**src/hw/piolc_pkg.sv**
```systemverilog
// piolc_pkg: constants shared by the parallel i/o line controller
// assumes a single 40 MHz clock and a synchronous active-high reset
package piolc_pkg;
    localparam int unsigned LINE_COUNT = 32;
    typedef logic [LINE_COUNT-1:0] piolc_word_t;
    // reset values of the status words
    localparam piolc_word_t PULLUP_STATUS_RST = 32'h0000_0000;
    localparam piolc_word_t OWNERSHIP_STATUS_RST = 32'hffff_ffff;
    localparam piolc_word_t PERIPH_MUX_RST = 32'hffff_ffff;
    localparam piolc_word_t SELECT_STATUS_RST = 32'h0000_0000;
    localparam piolc_word_t OUTPUT_ENABLE_RST = 32'h0000_0000;
    localparam piolc_word_t OUTPUT_DATA_RST = 32'h0000_0000;
    localparam piolc_word_t WRITE_MASK_RST = 32'h0000_0000;
    localparam piolc_word_t OPEN_DRAIN_RST = 32'h0000_0000;
    localparam piolc_word_t FILTER_STATUS_RST = 32'h0000_0000;
    localparam piolc_word_t IRQ_MASK_RST = 32'h0000_0000;
    localparam piolc_word_t IRQ_STATUS_RST = 32'h0000_0000;
    localparam logic CLOCK_ON_RST = 1'b0;
    // synchroniser depth in master clock cycles
    localparam int unsigned SYNC_STAGES = 2;
endpackage

```
**src/hw/piolc_ctrl.sv**
```systemverilog
// piolc_ctrl: parallel i/o line controller, 32 lines, set/clear command ports
// assumes commands are one-cycle strobes with a bit mask; pins via in/out/oe
`timescale 1ns/1ps
module piolc_ctrl
    import piolc_pkg::*;
#(
    parameter piolc_pkg::piolc_word_t OWNERSHIP_RST = piolc_pkg::OWNERSHIP_STATUS_RST,
    parameter piolc_pkg::piolc_word_t PERIPH_MUXED = piolc_pkg::PERIPH_MUX_RST
) (
    // clock and reset
    input wire logic clk_i,
    input wire logic sys_rst_i,
    // clock gating from the power manager
    input wire logic clock_enable_cmd_i,
    input wire logic clock_disable_cmd_i,
    output logic clock_on_o,
    // pull-up
    input wire logic [31:0] pullup_enable_cmd_i,
    input wire logic [31:0] pullup_disable_cmd_i,
    output logic [31:0] pullup_status_o,
    // ownership and peripheral select
    input wire logic [31:0] ownership_enable_cmd_i,
    input wire logic [31:0] ownership_disable_cmd_i,
    output logic [31:0] ownership_status_o,
    input wire logic [31:0] select_a_cmd_i,
    input wire logic [31:0] select_b_cmd_i,
    output logic [31:0] periph_select_status_o,
    // output control
    input wire logic [31:0] output_enable_cmd_i,
    input wire logic [31:0] output_disable_cmd_i,
    output logic [31:0] output_enable_status_o,
    input wire logic [31:0] set_output_cmd_i,
    input wire logic [31:0] clear_output_cmd_i,
    input wire logic output_data_wr_i,
    input wire logic [31:0] output_data_wdata_i,
    output logic [31:0] output_data_word_o,
    input wire logic [31:0] write_mask_enable_cmd_i,
    input wire logic [31:0] write_mask_disable_cmd_i,
    output logic [31:0] write_mask_status_o,
    input wire logic [31:0] open_drain_enable_cmd_i,
    input wire logic [31:0] open_drain_disable_cmd_i,
    output logic [31:0] open_drain_status_o,
    // input side
    output logic [31:0] pin_level_readback_o,
    input wire logic [31:0] filter_enable_cmd_i,
    input wire logic [31:0] filter_disable_cmd_i,
    output logic [31:0] filter_status_o,
    input wire logic [31:0] change_irq_enable_cmd_i,
    input wire logic [31:0] change_irq_disable_cmd_i,
    output logic [31:0] change_irq_mask_o,
    input wire logic change_irq_status_rd_i,
    output logic [31:0] change_irq_status_o,
    output logic change_irq_o,
    // pads
    input wire logic [31:0] pad_in_i,
    output logic [31:0] pad_out_o,
    output logic [31:0] pad_oe_o,
    output logic [31:0] pad_pullup_en_o,
    // peripherals
    input wire logic [31:0] periph_a_out_i,
    input wire logic [31:0] periph_a_oe_i,
    input wire logic [31:0] periph_b_out_i,
    input wire logic [31:0] periph_b_oe_i,
    output logic [31:0] periph_in_o
);
    import piolc_pkg::*;

    function automatic piolc_word_t set_clr(input piolc_word_t cur, input piolc_word_t s,
                                            input piolc_word_t c);
        set_clr = (cur | s) & ~c;
    endfunction

    logic clock_on_ff;
    piolc_word_t pullup_ff, own_ff, sel_ff, oe_ff, od_ff, mask_ff, mdrv_ff;
    piolc_word_t filt_ff, imask_ff, istat_ff, rb_ff, last_ff;
    piolc_word_t pad_out_ff, pad_oe_ff, periph_in_ff, pu_pad_ff;
    logic irq_ff;
    piolc_word_t pin_sync, pin_filt;
    piolc_word_t nxt_od, nxt_istat, nxt_own, nxt_pullup, nxt_imask, change;
    piolc_word_t sel_out, sel_oe, drv_level, drv_en;

    piolc_sync #(.WIDTH(LINE_COUNT)) u_sync (
        .clk_i(clk_i),
        .sys_rst_i(sys_rst_i),
        .async_i(pad_in_i),
        .sync_o(pin_sync)
    );

    piolc_filter #(.WIDTH(LINE_COUNT)) u_filt (
        .clk_i(clk_i),
        .sys_rst_i(sys_rst_i),
        .en_i(clock_on_ff),
        .filter_on_i(filt_ff),
        .level_i(pin_sync),
        .level_o(pin_filt)
    );

    assign nxt_od = set_clr((od_ff & ~(mask_ff & {32{output_data_wr_i}}))
                            | (output_data_wdata_i & mask_ff & {32{output_data_wr_i}}),
                            set_output_cmd_i, clear_output_cmd_i);
    // non-muxed lines stay with the controller
    assign nxt_own = set_clr(own_ff, ownership_enable_cmd_i, ownership_disable_cmd_i)
                     | ~PERIPH_MUXED;
    assign change = (pin_filt ^ last_ff) & {32{clock_on_ff}};
    // read clears, a new change still wins
    assign nxt_istat = (change_irq_status_rd_i ? '0 : istat_ff) | change;
    assign nxt_pullup = set_clr(pullup_ff, pullup_disable_cmd_i, pullup_enable_cmd_i);
    assign nxt_imask = set_clr(imask_ff, change_irq_enable_cmd_i, change_irq_disable_cmd_i);

    // selected peripheral drives when owned by it
    assign sel_out = set_clr(periph_a_out_i & ~sel_ff, periph_b_out_i & sel_ff, '0);
    assign sel_oe = set_clr(periph_a_oe_i & ~sel_ff, periph_b_oe_i & sel_ff, '0);
    assign drv_level = (own_ff & od_ff) | (~own_ff & sel_out);
    assign drv_en = (own_ff & oe_ff) | (~own_ff & sel_oe);

    always_ff @(posedge clk_i)
    begin
        if (sys_rst_i)
            clock_on_ff <= CLOCK_ON_RST;
        else
            clock_on_ff <= (clock_on_ff | clock_enable_cmd_i) & ~clock_disable_cmd_i;
    end

    // pull-ups all on; pad enable is its own flop
    always_ff @(posedge clk_i)
    begin
        if (sys_rst_i)
        begin
            pullup_ff <= PULLUP_STATUS_RST;
            pu_pad_ff <= ~PULLUP_STATUS_RST;
        end
        else
        begin
            pullup_ff <= nxt_pullup;
            pu_pad_ff <= ~nxt_pullup;
        end
    end

    always_ff @(posedge clk_i)
    begin
        if (sys_rst_i)
            own_ff <= OWNERSHIP_RST | ~PERIPH_MUXED;
        else
            own_ff <= nxt_own;
    end

    always_ff @(posedge clk_i)
    begin
        if (sys_rst_i)
            sel_ff <= SELECT_STATUS_RST;
        else
            sel_ff <= set_clr(sel_ff, select_b_cmd_i, select_a_cmd_i);
    end

    always_ff @(posedge clk_i)
    begin
        if (sys_rst_i)
            oe_ff <= OUTPUT_ENABLE_RST;
        else
            oe_ff <= set_clr(oe_ff, output_enable_cmd_i, output_disable_cmd_i);
    end

    always_ff @(posedge clk_i)
    begin
        if (sys_rst_i)
            od_ff <= OUTPUT_DATA_RST;
        else
            od_ff <= nxt_od;
    end

    always_ff @(posedge clk_i)
    begin
        if (sys_rst_i)
            mask_ff <= WRITE_MASK_RST;
        else
            mask_ff <= set_clr(mask_ff, write_mask_enable_cmd_i, write_mask_disable_cmd_i);
    end

    always_ff @(posedge clk_i)
    begin
        if (sys_rst_i)
            mdrv_ff <= OPEN_DRAIN_RST;
        else
            mdrv_ff <= set_clr(mdrv_ff, open_drain_enable_cmd_i, open_drain_disable_cmd_i);
    end

    always_ff @(posedge clk_i)
    begin
        if (sys_rst_i)
            filt_ff <= FILTER_STATUS_RST;
        else
            filt_ff <= set_clr(filt_ff, filter_enable_cmd_i, filter_disable_cmd_i);
    end

    always_ff @(posedge clk_i)
    begin
        if (sys_rst_i)
            imask_ff <= IRQ_MASK_RST;
        else
            imask_ff <= nxt_imask;
    end

    // pending changes, cleared by a read
    always_ff @(posedge clk_i)
    begin
        if (sys_rst_i)
            istat_ff <= IRQ_STATUS_RST;
        else
            istat_ff <= nxt_istat;
    end

    // readback follows pins only while clocked
    always_ff @(posedge clk_i)
    begin
        if (sys_rst_i)
        begin
            rb_ff <= '0;
            last_ff <= '0;
        end
        else if (clock_on_ff)
        begin
            rb_ff <= pin_filt;
            last_ff <= pin_filt;
        end
    end

    // masked OR, same mask as the one reported
    always_ff @(posedge clk_i)
    begin
        if (sys_rst_i)
            irq_ff <= 1'b0;
        else
            irq_ff <= |(nxt_istat & nxt_imask);
    end

    // open drain: drive only when low
    always_ff @(posedge clk_i)
    begin
        if (sys_rst_i)
        begin
            pad_out_ff <= '0;
            pad_oe_ff <= '0;
        end
        else
        begin
            pad_out_ff <= drv_level;
            pad_oe_ff <= drv_en & ~(mdrv_ff & drv_level);
        end
    end

    always_ff @(posedge clk_i)
    begin
        if (sys_rst_i)
            periph_in_ff <= '0;
        else
            periph_in_ff <= pin_sync;
    end

    assign clock_on_o = clock_on_ff;
    assign pullup_status_o = pullup_ff;
    assign ownership_status_o = own_ff;
    assign periph_select_status_o = sel_ff;
    assign output_enable_status_o = oe_ff;
    assign output_data_word_o = od_ff;
    assign write_mask_status_o = mask_ff;
    assign open_drain_status_o = mdrv_ff;
    assign pin_level_readback_o = rb_ff;
    assign filter_status_o = filt_ff;
    assign change_irq_mask_o = imask_ff;
    assign change_irq_status_o = istat_ff;
    assign change_irq_o = irq_ff;
    assign pad_out_o = pad_out_ff;
    assign pad_oe_o = pad_oe_ff;
    // pull-up on while status bit is zero
    assign pad_pullup_en_o = pu_pad_ff;
    assign periph_in_o = periph_in_ff;
endmodule // piolc_ctrl

```
**src/hw/piolc_filter.sv**
```systemverilog
// piolc_filter: per-line glitch filter on the synchronised level
// assumes clock enable gating by the caller; holds state while disabled
`timescale 1ns/1ps
module piolc_filter #(
    parameter int unsigned WIDTH = 32
) (
    // clock and reset
    input wire logic clk_i,
    input wire logic sys_rst_i,
    // control
    input wire logic en_i,
    input wire logic [WIDTH-1:0] filter_on_i,
    // data
    input wire logic [WIDTH-1:0] level_i,
    output logic [WIDTH-1:0] level_o
);
    logic [WIDTH-1:0] held_ff;

    // one sample of delay: synchronised pulses last a whole cycle and must pass;
    // anything shorter never gets through the synchroniser on a single clock
    always_ff @(posedge clk_i)
    begin
        if (sys_rst_i)
        begin
            held_ff <= '0;
        end
        else if (en_i)
        begin
            held_ff <= level_i;
        end
    end

    generate
        for (genvar g = 0; g < WIDTH; g++)
        begin : g_sel
            // per-line bypass when the filter is off
            assign level_o[g] = filter_on_i[g] ? held_ff[g] : level_i[g];
        end
    endgenerate
endmodule // piolc_filter

```
**src/hw/piolc_sync.sv**
```systemverilog
// piolc_sync: two-flop synchroniser for a word of pin levels
// assumes pins are asynchronous to clk_i; stage one feeds only stage two
`timescale 1ns/1ps
module piolc_sync #(
    parameter int unsigned WIDTH = 32
) (
    // clock and reset
    input wire logic clk_i,
    input wire logic sys_rst_i,
    // data
    input wire logic [WIDTH-1:0] async_i,
    output logic [WIDTH-1:0] sync_o
);
    logic [WIDTH-1:0] stage1_ff;
    logic [WIDTH-1:0] stage2_ff;

    always_ff @(posedge clk_i)
    begin
        if (sys_rst_i)
        begin
            stage1_ff <= '0;
            stage2_ff <= '0;
        end
        else
        begin
            stage1_ff <= async_i;
            stage2_ff <= stage1_ff;
        end
    end

    assign sync_o = stage2_ff;
endmodule // piolc_sync

```
**config.mk**
```make
export PLATFORM = sky130hd
export DESIGN_NAME = piolc_ctrl
export DESIGN_NICKNAME = d
export VERILOG_FILES = /design/src/hw/piolc_pkg.sv /design/src/hw/piolc_ctrl.sv /design/src/hw/piolc_filter.sv /design/src/hw/piolc_sync.sv
export SDC_FILE = /design/constraint.sdc
export NUM_CORES = 1
export LEC_CHECK = 0
export BUFFER_PORTS_ARGS = -buffer_cell sky130_fd_sc_hd__buf_2
export CORE_AREA = 5 5 487 489
export DETAILED_ROUTE_END_ITERATION = 8
export DIE_AREA = 0 0 492 494
export PLACE_DENSITY_LB_ADDON = 0.15
export RECOVER_POWER = 50
export SLEW_MARGIN = 20
export SYNTH_ARGS = -nofsm -noshare
export SYNTH_HDL_FRONTEND = slang
export SYNTH_SLANG_ARGS = --single-unit
export TNS_END_PERCENT = 20
```
**constraint.sdc**
```tcl
create_clock -name clk_i -period 3.5 [get_ports clk_i]
set_input_delay 0.7 -clock clk_i [delete_from_list [all_inputs] [get_ports clk_i]]
set_output_delay 0.7 -clock clk_i [all_outputs]
set_load 0.01 [all_outputs]
```
# Word-level counts from Yosys, hierarchy flattened
# Cells that the tools add are included.
# classes
reduce_logical	1
bitwise	58
n_mux	33
# op_table
operator	count
bitwise AND 32 bit	25
OR 32 bit	15
inverter 32 bit	14
2-to-1 mux 1 bit	32
2-to-1 mux 32 bit	1
OR reduction 32 bit	1
bitwise XOR 32 bit	1
bitwise AND 1 bit	1
inverter 1 bit	1
OR 1 bit	1
# totals
out_inout_bits	482
ff_bits	578

# Depth between registers and ports, before layout
# Gate-level depths: netlist (run 1).
# logic_depth
depth_word	8
depth_mapped	6
depth_no_buf	6

# Modules after synthesis
# A second synthesis (run 1) with hierarchy kept.
# hier_totals
hier_cells	1962
area_unflattened_um2	19806.5
# by_module_without_submodules
module	instances	cells_each	area_per_inst_um2	seq_area_each_um2
piolc_ctrl	1	1692	16364.4	9649.3
piolc_sync	1	135	1918.1	1281.2
piolc_filter	1	135	1524.0	640.6

# Least setup slack after synthesis (run 1)
# No wires, ideal clock.
# synth_timing
kind	input -> register
start	input port change_irq_status_rd_i
end	register irq_ff (netlist: change_irq_o)
t_arrival_ns	1.628
stages	6
setup_slack_ns	1.734
required_ns	3.361
path_cell_list	clkbuf_1 -> nor2b_1 -> a21oi_1 -> o32ai_1 -> nor4_2 -> a41oi_1
# synth_via
elab_chain_len	4
# synth_lines
item	line	source
from (decl)	piolc_ctrl.sv:51	input wire logic change_irq_status_rd_i,
2-to-1 mux 32 bit	piolc_ctrl.sv:106	assign nxt_istat = (change_irq_status_rd_i ? '0 : istat_ff) | change;
OR 32 bit	piolc_ctrl.sv:106	
bitwise AND 32 bit	piolc_ctrl.sv:233	irq_ff <= |(nxt_istat & nxt_imask);
OR reduction 32 bit	piolc_ctrl.sv:233	
to (signal assigned)	piolc_ctrl.sv:233	
to (decl)	piolc_ctrl.sv:77	logic irq_ff;
# Every way passes these cells.
# A chain may end at the register's enable or synchronous reset.

# Final worst setup path (run 1)
# layout_timing
start	input port sys_rst_i
end	register u_sync.stage2_ff[11] (netlist: u_sync.sync_o[11])
# layout_rtl
item	line	source
from (decl)	piolc_ctrl.sv:12	input wire logic sys_rst_i,
to (signal assigned)	piolc_sync.sv:27	stage2_ff <= stage1_ff;
to (decl)	piolc_sync.sv:15	logic [WIDTH-1:0] stage2_ff;
# No word-level cell between the ends.

==> flow_summary.toml, run 1 <==
[clocking]
post_cts_buffers = 0
ctsRootBufferMaster = "clkbuf_16"
cts_sinks = 578
cts.repair.resized = 0
clock_latency_ns = 0.70
clk_pin_slew_ns = 0.06
cts_max_level = 3
postCtsHoldBufs = 0
cts_buffer_depth = 3
cts_tree = "done"
cts_made_buffers = 83

[worst_setup_path]
reg2reg_slack_ns = 1.31
rr_endpoint = "change_irq_o"
crit_type = "input pin to flop"
cp.required_ns = 4.04
crit_chain = "clkbuf_2 -> clkbuf_2 -> nor2b_1"
reg2reg_from = "filter_status_o[27]"
max_stage_delay_ns = 1.71
start_kind = "input pin"
crit_path_start = "sys_rst_i"
critPathMostFrequentCell = "clkbuf_2"
cp-end-kind = "flop"
crit_slowest_cell = "clkbuf_2"
arrival_ns = 3.40
reg2reg_depth = 6
critPathMaxFanout = 75
crit_end = "u_sync.sync_o[11]"

[yosys]
syn_nets = 2740
ys_seq_elements = 578
ys_warn_count = 0
synthCells = 1966
avgSynthCellArea_sq_um = 9.92
syn_area_sq_mm = 0.0195
seq_area_frac_synth_pct = 59.4
synth.distinct_cells = 25

[global_route]
grt_pass1_wl_um = 188000
first_global_vias = 20300
grt_max_degree = 76
grt_antenna_before_repair = 58
grt_use_total_pct = 11.4
grt_overflow = 0

[placement]
port_buffers = 1255
placed_cells = 6204
gp_congestion = 0.867
dp_hpwl_um = 123000

[cells_and_area]
final_common_cell = "buf_2"
layout.cells.non_filler = 6368
area_growth_pct = 65.3
nets = 4020
layout_common_cells = "1254 x buf_2, 577 x dfxtp_1, 385 x nor2_1, 199 x nor3_1, 160 x nor2b_1"
fillers = 26700
drive_above_1_share_pct = 42.8

[floorplan]
die-area_sq_mm = 0.243
initial_core_util_pct = 8.41
fp-row-count = 177
ios = 1256
die_w_um = 492
core_sq_mm = 0.232
die_h_um = 494

[drt]
routed-via-count = 19800
ant_nets = 0
drtIter0Drc = 951
drc = 0
via_per_inst = 3.10
wl_um = 145000
wl_per_cell_um = 22.8
first_pass_iters = 5

[timing]
setup_viol = 0
tns_ns = 0
finClkSkew_ns = 0.0272
grt_setup_unrepaired = "no"
slew_violations = 71
fin_crit_sh_pct = 81.7
fmax_ghz = 0.350
worst_pin_slew_ns = 2.55
slew_headroom_pct = -69.7
period_minus_slack_ns = 2.86
hold_violations = 0

[power_and_ir_drop]
comb_power_share_pct = 10.3
sw_frac_of_total_pct = 28.2
finalPower_mw = 17.6
clkPwrFrac_pct = 48.5
p_per_area_mw_per_mm2 = 546
intPower_mw = 12.6
leakage_nw = 14.0
irDropWorstVdd_v = 0.000353
seq_power_share_pct = 41.2
p_sw_mw = 4.96

[flow_run]
cap_violations = 1

[run_status]
outcome = "finished with violations"
violations = "capacitance limit, slew limit"

[hold_path]
holdCritPathClass = "input pin to flop"
==> kinds of logic after synthesis <==
logic type / share of synthesized area (%)
AO/OA/AOI/OAI: 11.8
flip-flops: 59.4
multiplexers: 6.59
buffers and inverters: 2.34
XOR/XNOR: 1.44
AND/OR/NAND/NOR: 18.4
==> Yosys cell counts <==
master	instances	area, sq um
a211oi_1	64	480
xnor2_1	32	280
o21a_1	30	225
nand2_1	32	120
inv_1	32	120
dfxtp_1	578	11600
o21bai_1	58	435
o22ai_1	10	62.6
buf_1	10	37.5
mux2i_2	1	13.8
a311oi_1	32	280
nor2b_1	160	1000
nor4_2	1	12.5
o21ai_0	34	170
o32ai_1	6	52.6
nor2_1	385	1450
a21oi_1	55	275
clkbuf_1	61	229
buf_2	14	70.1
a41oi_1	1	8.76
a21oi_2	9	78.8
nor4_1	3	18.8
a21boi_0	32	240
mux2i_1	127	1270
nor3_1	199	996
==> critical path, delay by kind of cell <==
family                 cells  cell delay, ns
and+or+nand+nor            1            0.14
buffers and inverters      2            2.46
==> power groups by stage <==
| stage | registers, mW | logic, mW | clock network [mW] |
|---|---|---|---|
| after global placement | 7.42 | 1.88 | 0 |
| after detailed placement | 7.42 | 1.87 | 0 |
| after floorplan | 7.34 | 0.574 | 0 |
| after CTS | 7.27 | 1.88 | 8.98 |
| final | 7.25 | 1.81 | 8.53 |
| after global routing | 7.30 | 2.00 | 9.21 |
==> per-layer routing <==
layer / wire length (um) / GRT usage (%) / part of all wire, % / vias up
met2: 68400 / 19.1 / 47 / 873
li1: - / - / - / 9342
met3: 12400 / 4.25 / 8.5 / 189
met5: 138 / 0 / 0.095 / -
met4: 2550 / 2.15 / 1.8 / 20
met1: 61700 / 13.9 / 42 / 9348
==> cell type report <==
class	count	area [sq um]	area share, %
timing repair buffer	1280	6520	20.2
clock buffer	120	2370	7.34
clock inverter	30	334	1.04
multi-input combinational	1271	7470	23.2
sequential	578	11600	35.9
inverter	32	120	0.373
tap	3043	3810	11.8
antenna	14	35.0	0.109
==> per-stage QoR <==
step	cell area [sq um]	hold slack, ns	setup slack (ns)	utilization [%]
after detailed placement	29500	0.420	1.02	12.7
after floorplan	19500	0.414	1.73	-
after global routing	32200	0.0691	0.452	13.9
final	32200	0.155	0.642	13.9
after global placement	29500	0.418	0.981	12.7
after CTS	32200	0.0437	0.757	13.9
==> worst min-delay path by stage <==
stage | start | to | slack, ns | cells past startpoint
6_report | write_mask_disable_cmd_i[27] | write_mask_status_o[27] | 0.15 | 2
5_1_grt | select_a_cmd_i[2] | periph_select_status_o[2] | 0.07 | 2
4_1_cts | clock_disable_cmd_i | clock_on_o | 0.04 | 2
3_5_place_dp | u_sync.stage1_ff[8] | u_sync.sync_o[8] | 0.42 | 1
3_3_place_gp | u_sync.stage1_ff[10] | u_sync.sync_o[10] | 0.42 | 1
2_1_floorplan | u_sync.stage1_ff[0] | u_sync.sync_o[0] | 0.41 | 1
Power figures use the tool's default switching activity.
==> run 2: changes to the inputs <==
==> constraint.sdc (replaced) <==
create_clock -name clk_i -period 2.5 [get_ports clk_i]
set_input_delay 0.5 -clock clk_i [delete_from_list [all_inputs] [get_ports clk_i]]
set_output_delay 0.5 -clock clk_i [all_outputs]
set_load 0.01 [all_outputs]
==> run 2 against run 1 <==
Cell count is 8.7% higher. First-iteration DRC count grew 7.4%. Critical path depth rose by 1. Utilization grew 2.4 points. Clock-buffer cell count increased by 9. Largest power group unchanged. Non-clock buffer count is 557 higher. Total power increased by 47%. Largest cell class is now non-clock buffers. Sequential share of layout area decreased by 5.3 points. Highest routed layer unchanged. Die area did not move. Register-to-register slack got worse by 0.99 ns. Sequential cell count unchanged. The run now ends clean.
==> flow_summary.toml, run 2 (synthesis results as in run 1) <==
[run_status]
outcome = "complete, no violations"

[floorplan]
fp-row-count = 177
initial_core_util_pct = 8.41
die-area_sq_mm = 0.243
ios = 1256
die_h_um = 494
die_w_um = 492
core_sq_mm = 0.232

[worst_setup_path]
crit_path_start = "sys_rst_i"
critPathMaxFanout = 43
cp-end-kind = "flop"
reg2reg_from = "filter_status_o[23]"
rr_endpoint = "change_irq_o"
start_kind = "input pin"
reg2reg_depth = 7
reg2reg_slack_ns = 0.32
arrival_ns = 2.88
cp.required_ns = 3.06
crit_type = "input pin to flop"

[hold_path]
whs_path_depth = 3
holdCritPathClass = "input pin to flop"
min_from = "pullup_enable_cmd_i[13]"
whs_endpoint = "pullup_status_o[13]"

[drt]
routed-via-count = 22100
via_per_inst = 3.19
drtIter0Drc = 1021
first_pass_iters = 5
drc = 0
wl_per_cell_um = 21.6
wl_um = 149000
ant_nets = 0

[global_route]
grt_use_total_pct = 11.8
first_global_vias = 23200
grt_max_degree = 61
grt_antenna_before_repair = 51
grt_overflow = 0
grt_pass1_wl_um = 198000

[cells_and_area]
final_area_sq_mm = 0.0378
drive_above_1_share_pct = 37.0
area_growth_pct = 93.7
layout_common_cells = "1253 x buf_2, 577 x dfxtp_1, 516 x dlygate4sd3_1, 385 x nor2_1, 199 x nor3_1"
fillers = 26400
final_common_cell = "buf_2"
layout.cells.non_filler = 6921
nets = 4578
fin_util_pct = 16.3

[power_and_ir_drop]
irDropWorstVdd_v = 0.000491
finalPower_mw = 25.9
leakage_nw = 16.6
p_per_area_mw_per_mm2 = 686

[flow_run]
cap_violations = 0

[clocking]
ctsRootBufferMaster = "clkbuf_16"
clk_pin_slew_ns = 0.05
cts_made_buffers = 84
cts_max_level = 3
clock_latency_ns = 0.69
cts_tree = "done"
cts_sinks = 578
cts_buffer_depth = 3

[placement]
dp_hpwl_um = 124000
port_buffers = 1255
placed_area_sq_mm = 0.0299
place_ws_ns = 0.347
placed_cells = 6244
gp_congestion = 0.867

[timing]
tns_ns = 0
finClkSkew_ns = 0.0180
fin_crit_sh_pct = 92.8
holdWs_ns = 0.0987
fmax_ghz = 0.431
grt_setup_unrepaired = "no"
timing.final.ws_setup_ns = 0.181
setup_viol = 0
slew_headroom_pct = 3.28
worst_pin_slew_ns = 1.45
hold_violations = 0
period_minus_slack_ns = 2.32
slew_violations = 0
==> run 2: cell count changes in the layout (fill, tap and decap cells not counted), moves of 3 or more <==
cell / before / now
inv_6: 5 / 2
clkbuf_2: 3 / 6
dlygate4sd3_1: 0 / 516
clkbuf_16: 83 / 87
diode_2: 14 / 11
buf_12: 5 / 8
clkinv_2: 12 / 4
clkbuf_8: 15 / 22
buf_4: 15 / 22
clkbuf_1: 25 / 49
==> run 2: metal layers <==
layer	wire length (um)	up-vias	GRT usage, %
li1	-	10500	-
met1	63700	10500	14.5
met2	71100	890	20.0
met3	11800	192	3.93
met4	2650	12	2.25
met5	62	-	0
==> run 2: worst max-delay path by stage <==
stage | depth (start not counted) | slack (ns) | to
6_report | 4 | 0.18 | output_data_word_o[22]
5_1_grt | 2 | 0.04 | clock_on_o
4_1_cts | 2 | 0.07 | clock_on_o
3_5_place_dp | 5 | 0.35 | output_data_word_o[6]
3_3_place_gp | 6 | 0.33 | change_irq_o
2_1_floorplan | 6 | 0.93 | change_irq_o
==> run 2: what timing repair did <==
item | in CTS | in global routing
endpoints found under the hold margin | 318 | 0
hold buffers | 516 | 0
resized for setup | 1 | 0
setup endpoints to repair | 1 | 0
setup buffers | 1 | 0
==> run 2: final cells by class <==
type	instances	area (sq um)	area share, %
clock inverter	20	283	0.749
tap	3043	3810	10.1
timing repair buffer	1837	11900	31.6
clock buffer	129	2550	6.77
multi-input combinational	1271	7460	19.8
inverter	32	120	0.318
antenna	11	27.5	0.0729
sequential	578	11600	30.7
==> run 2: power breakdown <==
group,switching (mW),internal (mW),total [mW]
Combinational,1.61,1.65,3.26
Clock,4.97,7.54,12.5
Sequential,0.473,9.65,10.1
Total,7.05,18.8,25.9
==> run 2: critical path: stages <==
cell,delay [ns]
buf_8,0.37
clkbuf_1,1.11
nor3_1,0.11
dlygate4sd3_1,0.62
